==> src/sxa_pkg.sv <==
// Package for the stack transfer and exclusive access sequencer.
// Assumes a single-clock core with a simple request/ready memory port.
package sxa_pkg;
    localparam int SXA_NREG = 16;
    localparam logic [3:0] SXA_SP_IDX = 4'hD;
    localparam logic [3:0] SXA_LR_IDX = 4'hE;
    localparam logic [3:0] SXA_PC_IDX = 4'hF;
    localparam logic [31:0] SXA_WORD_STEP = 32'h0000_0004;
    localparam logic [31:0] SXA_ADDR_RST = 32'h0000_0000;
    localparam logic [31:0] SXA_DATA_RST = 32'h0000_0000;
    localparam logic [31:0] SXA_STATUS_OK = 32'h0000_0000;
    localparam logic [31:0] SXA_STATUS_FAIL = 32'h0000_0001;
    localparam int SXA_THUMB_BIT = 0;
    localparam logic [1:0] SXA_SIZE_BYTE = 2'h0;
    localparam logic [1:0] SXA_SIZE_HALF = 2'h1;
    localparam logic [1:0] SXA_SIZE_WORD = 2'h2;

    typedef enum logic [2:0] {
        SXA_OP_NONE = 3'b000,
        SXA_OP_STORE_MULTI = 3'b001,
        SXA_OP_LOAD_MULTI = 3'b010,
        SXA_OP_LOAD_EXCL = 3'b011,
        SXA_OP_STORE_EXCL = 3'b100,
        SXA_OP_CLEAR_EXCL = 3'b101
    } sxa_op_t;

    typedef enum logic [2:0] {
        SXA_ST_IDLE = 3'b000,
        SXA_ST_STM = 3'b001,
        SXA_ST_LDM = 3'b010,
        SXA_ST_LDX = 3'b011,
        SXA_ST_STX = 3'b100,
        SXA_ST_DONE = 3'b101
    } sxa_state_t;
endpackage : sxa_pkg

==> src/sxa_stack_excl.sv <==
// Sequencer for stack push/pop and exclusive load/store/clear.
// Assumes register file reads/writes and a memory port with ready handshake.
`timescale 1ns/10ps
`default_nettype none

// Functional notes
// - Store highest register down, highest address first
// - Load registers ascending from lowest address
// - Store tops at sp-4; load starts at sp
// - Stack pointer ends at lowest/above-highest word
// - Loaded program counter branches, bit0 sets thumb
// - These instructions never touch condition flags
// - Exclusive load reads word, byte or half
// - Status zero on store, one when suppressed
// - Success only if no snoop hit the location, except a snoop in the cycle the store is accepted
// - After clear, next exclusive store fails
// - Multi transfers use consecutive four-byte words
module sxa_stack_excl
    import sxa_pkg::*;
#(
    parameter int NREG = SXA_NREG
) (
    input wire logic clk,
    input wire logic nrst,
    input wire logic op_valid,
    input wire sxa_op_t op_code,
    input wire logic [NREG-1:0] op_reglist,
    input wire logic [31:0] op_addr,
    input wire logic [1:0] op_size,
    input wire logic [31:0] op_store_data,
    input wire logic [31:0] sp_value,
    input wire logic [31:0] reg_rd_data,
    input wire logic mem_ready,
    input wire logic [31:0] mem_rdata,
    input wire logic snoop_valid,
    input wire logic [31:0] snoop_addr,
    output logic op_ready,
    output logic op_done,
    output logic [3:0] reg_rd_idx,
    output logic reg_wr_en,
    output logic [3:0] reg_wr_idx,
    output logic [31:0] reg_wr_data,
    output logic sp_wr_en,
    output logic [31:0] sp_wr_data,
    output logic branch_en,
    output logic [31:0] branch_addr,
    output logic thumb_flag,
    output logic mem_req,
    output logic mem_we,
    output logic [1:0] mem_size,
    output logic [31:0] mem_addr,
    output logic [31:0] mem_wdata,
    output logic flags_we,
    output logic monitor_armed
);
    sxa_state_t state_q;
    logic [NREG-1:0] list_q;
    logic [31:0] addr_q;
    logic [31:0] mon_addr_q;
    logic mon_q;
    logic [1:0] size_q;
    logic [31:0] sdata_q;
    logic pend_pc_q;
    logic [31:0] pc_val_q;
    logic [3:0] hi_idx;
    logic [3:0] cur_idx;
    logic [31:0] cnt_words;
    logic last_beat;
    logic beat_done;
    logic stx_pass;

    // Highest remaining bit and byte span of the new list
    always_comb begin
        hi_idx = 4'h0;
        cnt_words = 32'h0;
        for (int i = 0; i < NREG; i++) begin
            if (list_q[i]) begin
                hi_idx = 4'(i);
            end
            if (op_reglist[i]) begin
                cnt_words = cnt_words + SXA_WORD_STEP;
            end
        end
    end

    always_comb begin
        cur_idx = 4'h0;
        for (int i = NREG - 1; i >= 0; i--) begin
            if (list_q[i]) begin
                cur_idx = 4'(i);
            end
        end
        if (state_q == SXA_ST_STM) begin
            cur_idx = hi_idx;
        end
    end

    assign last_beat = ((list_q & ~(NREG'(1) << cur_idx)) == '0);
    assign beat_done = mem_req && mem_ready;
    assign stx_pass = mon_q && (mon_addr_q == addr_q);

    assign op_ready = (state_q == SXA_ST_IDLE);
    assign op_done = (state_q == SXA_ST_DONE);
    assign reg_rd_idx = cur_idx;
    assign mem_req = (state_q == SXA_ST_STM) || (state_q == SXA_ST_LDM)
        || (state_q == SXA_ST_LDX) || (state_q == SXA_ST_STX && stx_pass);
    assign mem_we = (state_q == SXA_ST_STM) || (state_q == SXA_ST_STX);
    assign mem_size = size_q;
    assign mem_addr = addr_q;
    assign mem_wdata = (state_q == SXA_ST_STM) ? reg_rd_data : sdata_q;
    assign flags_we = 1'b0;
    assign monitor_armed = mon_q;

    // Sequencer state
    always_ff @(posedge clk) begin
        if (!nrst) begin
            state_q <= SXA_ST_IDLE;
        end else begin
            case (state_q)
                SXA_ST_IDLE: begin
                    if (op_valid) begin
                        case (op_code)
                            SXA_OP_STORE_MULTI: state_q <= SXA_ST_STM;
                            SXA_OP_LOAD_MULTI: state_q <= SXA_ST_LDM;
                            SXA_OP_LOAD_EXCL: state_q <= SXA_ST_LDX;
                            SXA_OP_STORE_EXCL: state_q <= SXA_ST_STX;
                            SXA_OP_CLEAR_EXCL: state_q <= SXA_ST_DONE;
                            default: state_q <= SXA_ST_IDLE;
                        endcase
                    end
                end
                SXA_ST_STM, SXA_ST_LDM: begin
                    if (beat_done && last_beat) begin
                        state_q <= SXA_ST_DONE;
                    end
                end
                SXA_ST_LDX: begin
                    if (beat_done) begin
                        state_q <= SXA_ST_DONE;
                    end
                end
                SXA_ST_STX: begin
                    if (!stx_pass || beat_done) begin
                        state_q <= SXA_ST_DONE;
                    end
                end
                SXA_ST_DONE: state_q <= SXA_ST_IDLE;
                default: state_q <= SXA_ST_IDLE;
            endcase
        end
    end

    // Operand capture and address stepping
    always_ff @(posedge clk) begin
        if (!nrst) begin
            list_q <= '0;
            addr_q <= SXA_ADDR_RST;
            size_q <= SXA_SIZE_WORD;
            sdata_q <= SXA_DATA_RST;
        end else if (state_q == SXA_ST_IDLE && op_valid) begin
            list_q <= op_reglist;
            size_q <= SXA_SIZE_WORD;
            sdata_q <= op_store_data;
            addr_q <= op_addr;
            if (op_code == SXA_OP_STORE_MULTI) begin
                // top word at sp minus four
                addr_q <= sp_value - SXA_WORD_STEP;
            end else if (op_code == SXA_OP_LOAD_MULTI) begin
                addr_q <= sp_value;
            end else begin
                size_q <= op_size;
            end
        end else if (beat_done && (state_q == SXA_ST_STM || state_q == SXA_ST_LDM)) begin
            list_q[cur_idx] <= 1'b0;
            if (state_q == SXA_ST_STM) begin
                addr_q <= addr_q - SXA_WORD_STEP;
            end else begin
                addr_q <= addr_q + SXA_WORD_STEP;
            end
        end
    end

    // Register writeback and stack pointer update
    always_ff @(posedge clk) begin
        if (!nrst) begin
            reg_wr_en <= 1'b0;
            reg_wr_idx <= 4'h0;
            reg_wr_data <= SXA_DATA_RST;
            sp_wr_en <= 1'b0;
            sp_wr_data <= SXA_ADDR_RST;
            pend_pc_q <= 1'b0;
            pc_val_q <= SXA_DATA_RST;
        end else begin
            reg_wr_en <= 1'b0;
            sp_wr_en <= 1'b0;
            if (state_q == SXA_ST_IDLE && op_valid) begin
                pend_pc_q <= 1'b0;
                if (op_code == SXA_OP_STORE_MULTI) begin
                    sp_wr_data <= sp_value - cnt_words;
                end else if (op_code == SXA_OP_LOAD_MULTI) begin
                    sp_wr_data <= sp_value + cnt_words;
                end
            end
            if (beat_done && state_q == SXA_ST_LDM) begin
                if (cur_idx == SXA_PC_IDX) begin
                    pend_pc_q <= 1'b1;
                    pc_val_q <= mem_rdata;
                end else begin
                    reg_wr_en <= 1'b1;
                    reg_wr_idx <= cur_idx;
                    reg_wr_data <= mem_rdata;
                end
            end
            if (beat_done && state_q == SXA_ST_LDX) begin
                reg_wr_en <= 1'b1;
                reg_wr_idx <= 4'h0;
                case (size_q)
                    SXA_SIZE_BYTE: reg_wr_data <= {24'h000000, mem_rdata[7:0]};
                    SXA_SIZE_HALF: reg_wr_data <= {16'h0000, mem_rdata[15:0]};
                    default: reg_wr_data <= mem_rdata;
                endcase
            end
            if (state_q == SXA_ST_STX && (!stx_pass || beat_done)) begin
                reg_wr_en <= 1'b1;
                reg_wr_idx <= 4'h0;
                reg_wr_data <= stx_pass ? SXA_STATUS_OK : SXA_STATUS_FAIL;
            end
            if ((state_q == SXA_ST_STM || state_q == SXA_ST_LDM) && beat_done && last_beat) begin
                sp_wr_en <= 1'b1;
            end
        end
    end

    // branch and thumb update after pop
    always_ff @(posedge clk) begin
        if (!nrst) begin
            branch_en <= 1'b0;
            branch_addr <= SXA_ADDR_RST;
            thumb_flag <= 1'b1;
        end else begin
            branch_en <= 1'b0;
            if (state_q == SXA_ST_DONE && pend_pc_q) begin
                branch_en <= 1'b1;
                branch_addr <= {pc_val_q[31:1], 1'b0};
                thumb_flag <= pc_val_q[SXA_THUMB_BIT];
            end
        end
    end

    always_ff @(posedge clk) begin
        if (!nrst) begin
            mon_q <= 1'b0;
            mon_addr_q <= SXA_ADDR_RST;
        end else if (state_q == SXA_ST_IDLE && op_valid && op_code == SXA_OP_LOAD_EXCL) begin
            mon_q <= 1'b1;
            mon_addr_q <= op_addr;
        end else if (state_q == SXA_ST_IDLE && op_valid
            && (op_code == SXA_OP_CLEAR_EXCL || op_code == SXA_OP_STORE_EXCL)) begin
            mon_q <= (op_code == SXA_OP_STORE_EXCL) ? mon_q : 1'b0;
        end else if (state_q == SXA_ST_STX && (!stx_pass || beat_done)) begin
            mon_q <= 1'b0;
        end else if (snoop_valid && snoop_addr == mon_addr_q) begin
            mon_q <= 1'b0;
        end
    end
endmodule : sxa_stack_excl

`default_nettype wire

==> config.mk <==
export PLATFORM = sky130hd
export DESIGN_NAME = sxa_stack_excl
export DESIGN_NICKNAME = d
export VERILOG_FILES = /design/src/sxa_pkg.sv /design/src/sxa_stack_excl.sv
export SDC_FILE = /design/constraint.sdc
export NUM_CORES = 1
export LEC_CHECK = 0
export ABC_AREA = 1
export BUFFER_PORTS_ARGS = -buffer_cell sky130_fd_sc_hd__buf_2
export CAP_MARGIN = 10
export CORE_UTILIZATION = 55
export CTS_BUF_LIST = sky130_fd_sc_hd__clkbuf_8
export DETAILED_ROUTE_END_ITERATION = 16
export PLACE_DENSITY = 0.86
export SETUP_SLACK_MARGIN = 0.1
export SLEW_MARGIN = 5
export SYNTH_ARGS = -nofsm -noshare
export SYNTH_HDL_FRONTEND = slang
export SYNTH_SLANG_ARGS = --single-unit
==> constraint.sdc <==
create_clock -name clk -period 27.4 [get_ports clk]
set_input_delay 2.74 -clock clk [delete_from_list [all_inputs] [get_ports clk]]
set_output_delay 2.74 -clock clk [all_outputs]
set_load 0.02 [all_outputs]
==> Yosys cells after proc, flatten, opt, wreduce, memory -nomap -nowiden <==
Index checks and enable logic that the tools add are counted.
{ "totals": {"regBits": 254, "out_inout_bits": 180, "inputBits": 218, "wordCells": 191} }
{ "classes": {"shifts": 1, "muxes": 88, "n_addsub": 20, "eq_ne": 20, "reduce_logical": 37, "bitwise": 6, "order_cmp": 2} }
{ "op_table": {"columns": ["op", "n"], "rows": [
  ["$mux W32", 27],
  ["$add A32 B3 Y32 const B", 16],
  ["$mux W4", 31],
  ["$eq A32 B32 Y1", 2],
  ["$pmux W32 S2", 1],
  ["$sub A32 B3 Y32 const B", 2],
  ["$add A32 B32 Y32", 1],
  ["$and A16 B16 Y16", 2],
  ["$mux W16", 2],
  ["$not A16 Y16", 2],
  ["$sub A32 B32 Y32", 1],
  ["$mux W1", 17],
  ["$logic_not A16 Y1", 1],
  ["$shl A1 B4 Y16 const A", 1],
  ["$logic_and A1 B1 Y1", 15],
  ["$mux W3", 5],
  ["$pmux W3 S5", 1],
  ["$eq A3 B2 Y1 const B", 4],
  ["$eq A3 B3 Y1 const B", 4],
  ["$pmux W3 S4", 1],
  ["$reduce_and A2 Y1", 5],
  ["$eq A3 B1 Y1 const B", 2],
  ["$logic_or A1 B1 Y1", 6],
  ["$ne A2 B2 Y1 const B", 3],
  ["19 further kinds", 22]
]} }

==> Logic depth before layout (Yosys ltp) <==
{ "logic_depth": {"word_depth": 34, "mapped_depth": 77, "depth_no_buf": 77} }

==> Least setup slack after synthesis <==
OpenSTA, ideal clock, no wires.
{ "synth_path": {"kind": "input to register", "from": "input op_reglist[0]", "to": "register sp_wr_data[23]", "required_time_ns": 27.283, "setup_time_ns": 0.117, "n_path_buf": 0, "cell_stages": 75, "setup_slack_ns": 14.431, "arrival_time_ns": 12.852, "cell_sequence": "inv_1 ha_1 inv_1 nand2_4 nand2_2 nand2_1 nand3_1 nand2_1 ha_1 nand2_1 nand2_1 ha_1 nand2_1 nand2_1 ha_1 or2_2 and2_1 ha_1 [... 39 more ...] nand2_1 nand2_1 nand3_1 nand2_1 nand2_1 nand2_1 nand2_1 nand2_1 a21oi_1 o21ai_0 a21oi_1 o21bai_1 nand2_1 nand2_1 nand2_1 nand2_1 o221ai_1 inv_1"} }
{ "synth_via": {"elab_chain_len": 34, "word_cells_on_any_way": 35, "classes_between": "17 x add/sub; 18 x mux"} }
{ "synth_lines": {"columns": ["element", "line_no", "source"], "rows": [
  ["start, declared", "sxa_stack_excl.sv:27", "input wire logic [NREG-1:0] op_reglist,"],
  ["$mux W3 (*)", "sxa_stack_excl.sv:80", "if (op_reglist[i]) begin"],
  ["$add A32 B3 Y32", "sxa_stack_excl.sv:81", "cnt_words = cnt_words + SXA_WORD_STEP;"],
  ["$mux W32 (*)", "sxa_stack_excl.sv:80", null],
  ["$add A32 B3 Y32", "sxa_stack_excl.sv:81", null],
  ["$mux W32 (*)", "sxa_stack_excl.sv:80", null],
  ["$add A32 B3 Y32", "sxa_stack_excl.sv:81", null],
  ["$mux W32 (*)", "sxa_stack_excl.sv:80", null],
  ["$add A32 B3 Y32", "sxa_stack_excl.sv:81", null],
  ["[... 18 more ...]", null, null],
  ["$mux W32 (*)", "sxa_stack_excl.sv:80", null],
  ["$add A32 B3 Y32", "sxa_stack_excl.sv:81", null],
  ["$mux W32 (*)", "sxa_stack_excl.sv:80", null],
  ["$add A32 B3 Y32", "sxa_stack_excl.sv:81", null],
  ["$mux W32 (*)", "sxa_stack_excl.sv:80", null],
  ["$add A32 B32 Y32", "sxa_stack_excl.sv:201", "sp_wr_data <= sp_value + cnt_words;"],
  ["$mux W32", "sxa_stack_excl.sv:200", "end else if (op_code == SXA_OP_LOAD_MULTI) begin"],
  ["$mux W32 (*)", "sxa_stack_excl.sv:198", "if (op_code == SXA_OP_STORE_MULTI) begin"],
  ["end signal, assigned", "sxa_stack_excl.sv:199", "sp_wr_data <= sp_value - cnt_words;"],
  ["end signal, assigned", "sxa_stack_excl.sv:201", null],
  ["end, declared", "sxa_stack_excl.sv:44", "output logic [31:0] sp_wr_data,"]
]} }
Mark *: on every way between the ends. The rest lies on a longest branch, timed or not. The select of a mux whose other input is x is not followed.
A chain may end at the register's enable or synchronous reset.

==> Worst setup path after layout <==
{ "layout_path": {"from": "input op_reglist[0]", "to": "register sp_wr_data[25]"} }
Same word-level chain as after synthesis.

==> results.cfg <==
[critical_path]
crit_path_end_kind = register
cp.required_ps = 27940
rr_startpoint = state_q[0]
critPathMaxStageDelay_ps = 360
arrival_ps = 14180
ff2ff_setup_slack_ps = 21810
cp-start-kind = primary input
cp-endpoint = sp_wr_data[25]
crit_slowest_cell = ha_1
cp-startpoint = op_reglist[0]
r2r-end = mem_addr[30]
rr_worst_depth = 25
path_class = primary input to register
path_common_cell = nand2_1
crit_path_max_fanout = 5

[final_layout]
area_growth_pct = 18.5
multi_input_area_um2 = 10100
final_cell_mix = nand2_1, buf_2, inv_1
drive_above_1_share_pct = 20.7
nets = 3207
fillers = 2644
final_common_cell = nand2_1
ff_latch_area_um2 = 5080

[clocking]
cts_setup_buffers = 0
cts_tree = done
cts_buffers = 42
clkSlewWorstSetupHoldPaths_ps = 60
insertion_delay_ps = 590
postCtsResizedCells = 0
clockRootBuffer = clkbuf_8
cts_hold_buf = 0
clockBufferDepth = 3
htreeDepth = 2
clock-sinks = 254

[synth]
synth_seq_area_share_pct = 30.2
ys_ff_latch = 254
synth-main-ff-cell = dfxtp_1
async_flop_share_pct = 0
synth_area_um2 = 16800
synth_cell_types = 57
synth.avg_cell_area_um2 = 6.55
syn_inst = 2567
yosysWarnings = 0
synth_edf_count = 0

[timing]
drv_slew = 0
fmax_ghz = 0.0733
worst_pin_slew_ps = 1120
worst_slack_ps = 13760
fin_worst_skew_ps = 32.3
period_needed_ps = 13640
setup_tns_ps = 0
rsz0062_at_grt = no
slew-limit-headroom_pct = 25.0
hold_viol_final = 0
setup_viol = 0
min_period_over_period_pct = 49.8

[power]
vdd_drop_max_v = 0.0000432
power_frac_clock_pct = 19.3
p_switching_uw = 879
powerDensity_nw_per_um2 = 91.0
internal_power_uw = 936
netSwitchingFraction_pct = 48.4
p_seq_share_pct = 27.8
p_comb_share_pct = 52.9
power.leakage_uw = 0.00997

[hold_path]
hp-class = register to register
holdCritStartpoint = sdata_q[6]

[grt]
antenna_found_initial = 23
grt_pass1_wl_mm = 89.3
grt_pass1_vias = 17800
grt.overflow.total = 0
grt_max_degree = 111
grt_use_total_pct = 36.1

[placement]
dp_hpwl_mm = 44.1
gp_congestion = 1.02
dpl_worst_slack_ps = 13290
port_buffers = 395

[drt]
firstDrtPassIters = 6
wl_per_cell_um = 17.5
avgViaCountPerCell = 5.76
routed_wl_mm = 58.4
antenna_left = 0
drc = 0
routed-via-count = 19300
drtIter0Drc = 1675

[floorplanning]
die_x_um = 177
coreArea_um2 = 29900
design.die.area_um2 = 31300
top_level_ports = 398
chipHeight_um = 177
start_util_pct = 56.3
row_count = 63

[run_status]
outcome = finished clean

[run]
cap_violations = 0
## cell usage after synthesis, drive strengths merged, types with 4 or more instances
cell type / count / share of area, %
nand2: 586 / 14
inv: 316 / 7.1
a21oi: 287 / 8.6
o21ai: 281 / 8.4
dfxtp: 254 / 30
nor2: 192 / 4.5
nand3: 170 / 5.9
clkbuf: 100 / 2.2
ha: 77 / 5.7
xor2: 48 / 2.6
a31oi: 38 / 1.4
o211ai: 33 / 1.5
nor3: 31 / 0.98
nand4: 15 / 0.59
nor4: 13 / 0.48
xnor2: 13 / 0.72
a221oi: 12 / 0.62
buf: 11 / 0.36
o21bai: 10 / 0.45
o22ai: 10 / 0.37
clkinv: 9 / 0.20
or2: 9 / 0.33
a211oi: 7 / 0.31
o221ai: 7 / 0.36
a21o: 5 / 0.22
o31ai: 5 / 0.22
a21boi: 4 / 0.18
o2111ai: 4 / 0.21
## layer usage
layer	up-vias	global-route usage, %	part of all wire [%]
met2	915	62.4	48
met4	22	24.2	7.1
met3	249	8.33	9.0
met1	8788	39.2	36
li1	9289	-	-
met5	-	0	0.20
## power groups by stage
stage          logic (µW)  clock network (µW)  registers (µW)
2_1_floorplan         617                   0             545
3_3_place_gp          918                   0             507
3_5_place_dp          939                   0             509
4_1_cts               946                 352             502
5_1_grt              1060                 370             510
6_report              960                 350             505
## cell type report
class | count | share of cell area [%]
clock inverter | 20 | 0.634
tap | 390 | 2.45
sequential | 254 | 25.5
inverter | 325 | 6.14
antenna | 14 | 0.176
timing repair buffer | 410 | 10.6
multi-input combinational | 1878 | 50.7
clock buffer | 55 | 3.80
## cells by family (layout without fill, tap and decap cells)
kind of cell             count (synthesis)  in the layout  share of synthesized area, %
AO/OA/AOI/OAI                          712            712                          23.2
XOR/XNOR                                61             61                          3.33
adder cells (fa/ha/maj)                 78             78                          5.85
buffers and inverters                  436            810                          9.85
flip-flops                             254            254                          30.2
other                                    1             16                        0.0223
AND/OR/NAND/NOR                       1025           1025                          27.5
## sequential cells by signal, indices dropped and copies added, names as in the netlist
signal	count
branch_en	1
pc_val_q	32
mon_addr_q	32
monitor_armed	1
mem_size	2
reg_wr_en	1
reg_wr_data	32
branch_addr	31
list_q	16
thumb_flag	1
state_q	3
reg_wr_idx	4
sp_wr_en	1
sdata_q	32
pend_pc_q	1
mem_addr	32
sp_wr_data	32
## per-stage QoR
step / utilization (%) / power, µW / cell area, µm² / hold WS, ps / std cells
after floorplan: - / 1160 / 16800 / 425 / 2568
after global placement: 63.6 / 1430 / 19000 / 434 / 3255
after detailed placement: 63.6 / 1450 / 19000 / 444 / 3255
after CTS: 66.5 / 1800 / 19900 / 451 / 3330
after global routing: 66.7 / 1940 / 19900 / 468 / 3340
final: 66.8 / 1820 / 19900 / 448 / 3346
## critical path, delay by kind of cell
family | cells | cell delay (ps)
fa+ha+maj | 15 | 4410
simple gates | 40 | 4110
buf+inv | 8 | 580
compound gates | 12 | 2320
## worst min-delay path by stage
| stage | end | slack (ps) | depth (start not counted) |
|---|---|---|---|
| floorplan | sdata_q[0] | 420 | 2 |
| global placement | sdata_q[8] | 430 | 2 |
| detailed placement | sdata_q[9] | 440 | 2 |
| CTS | sdata_q[6] | 450 | 2 |
| global route | sdata_q[8] | 470 | 2 |
| finish | sdata_q[6] | 450 | 2 |
No activity file was read; power rests on OpenSTA's default activity.
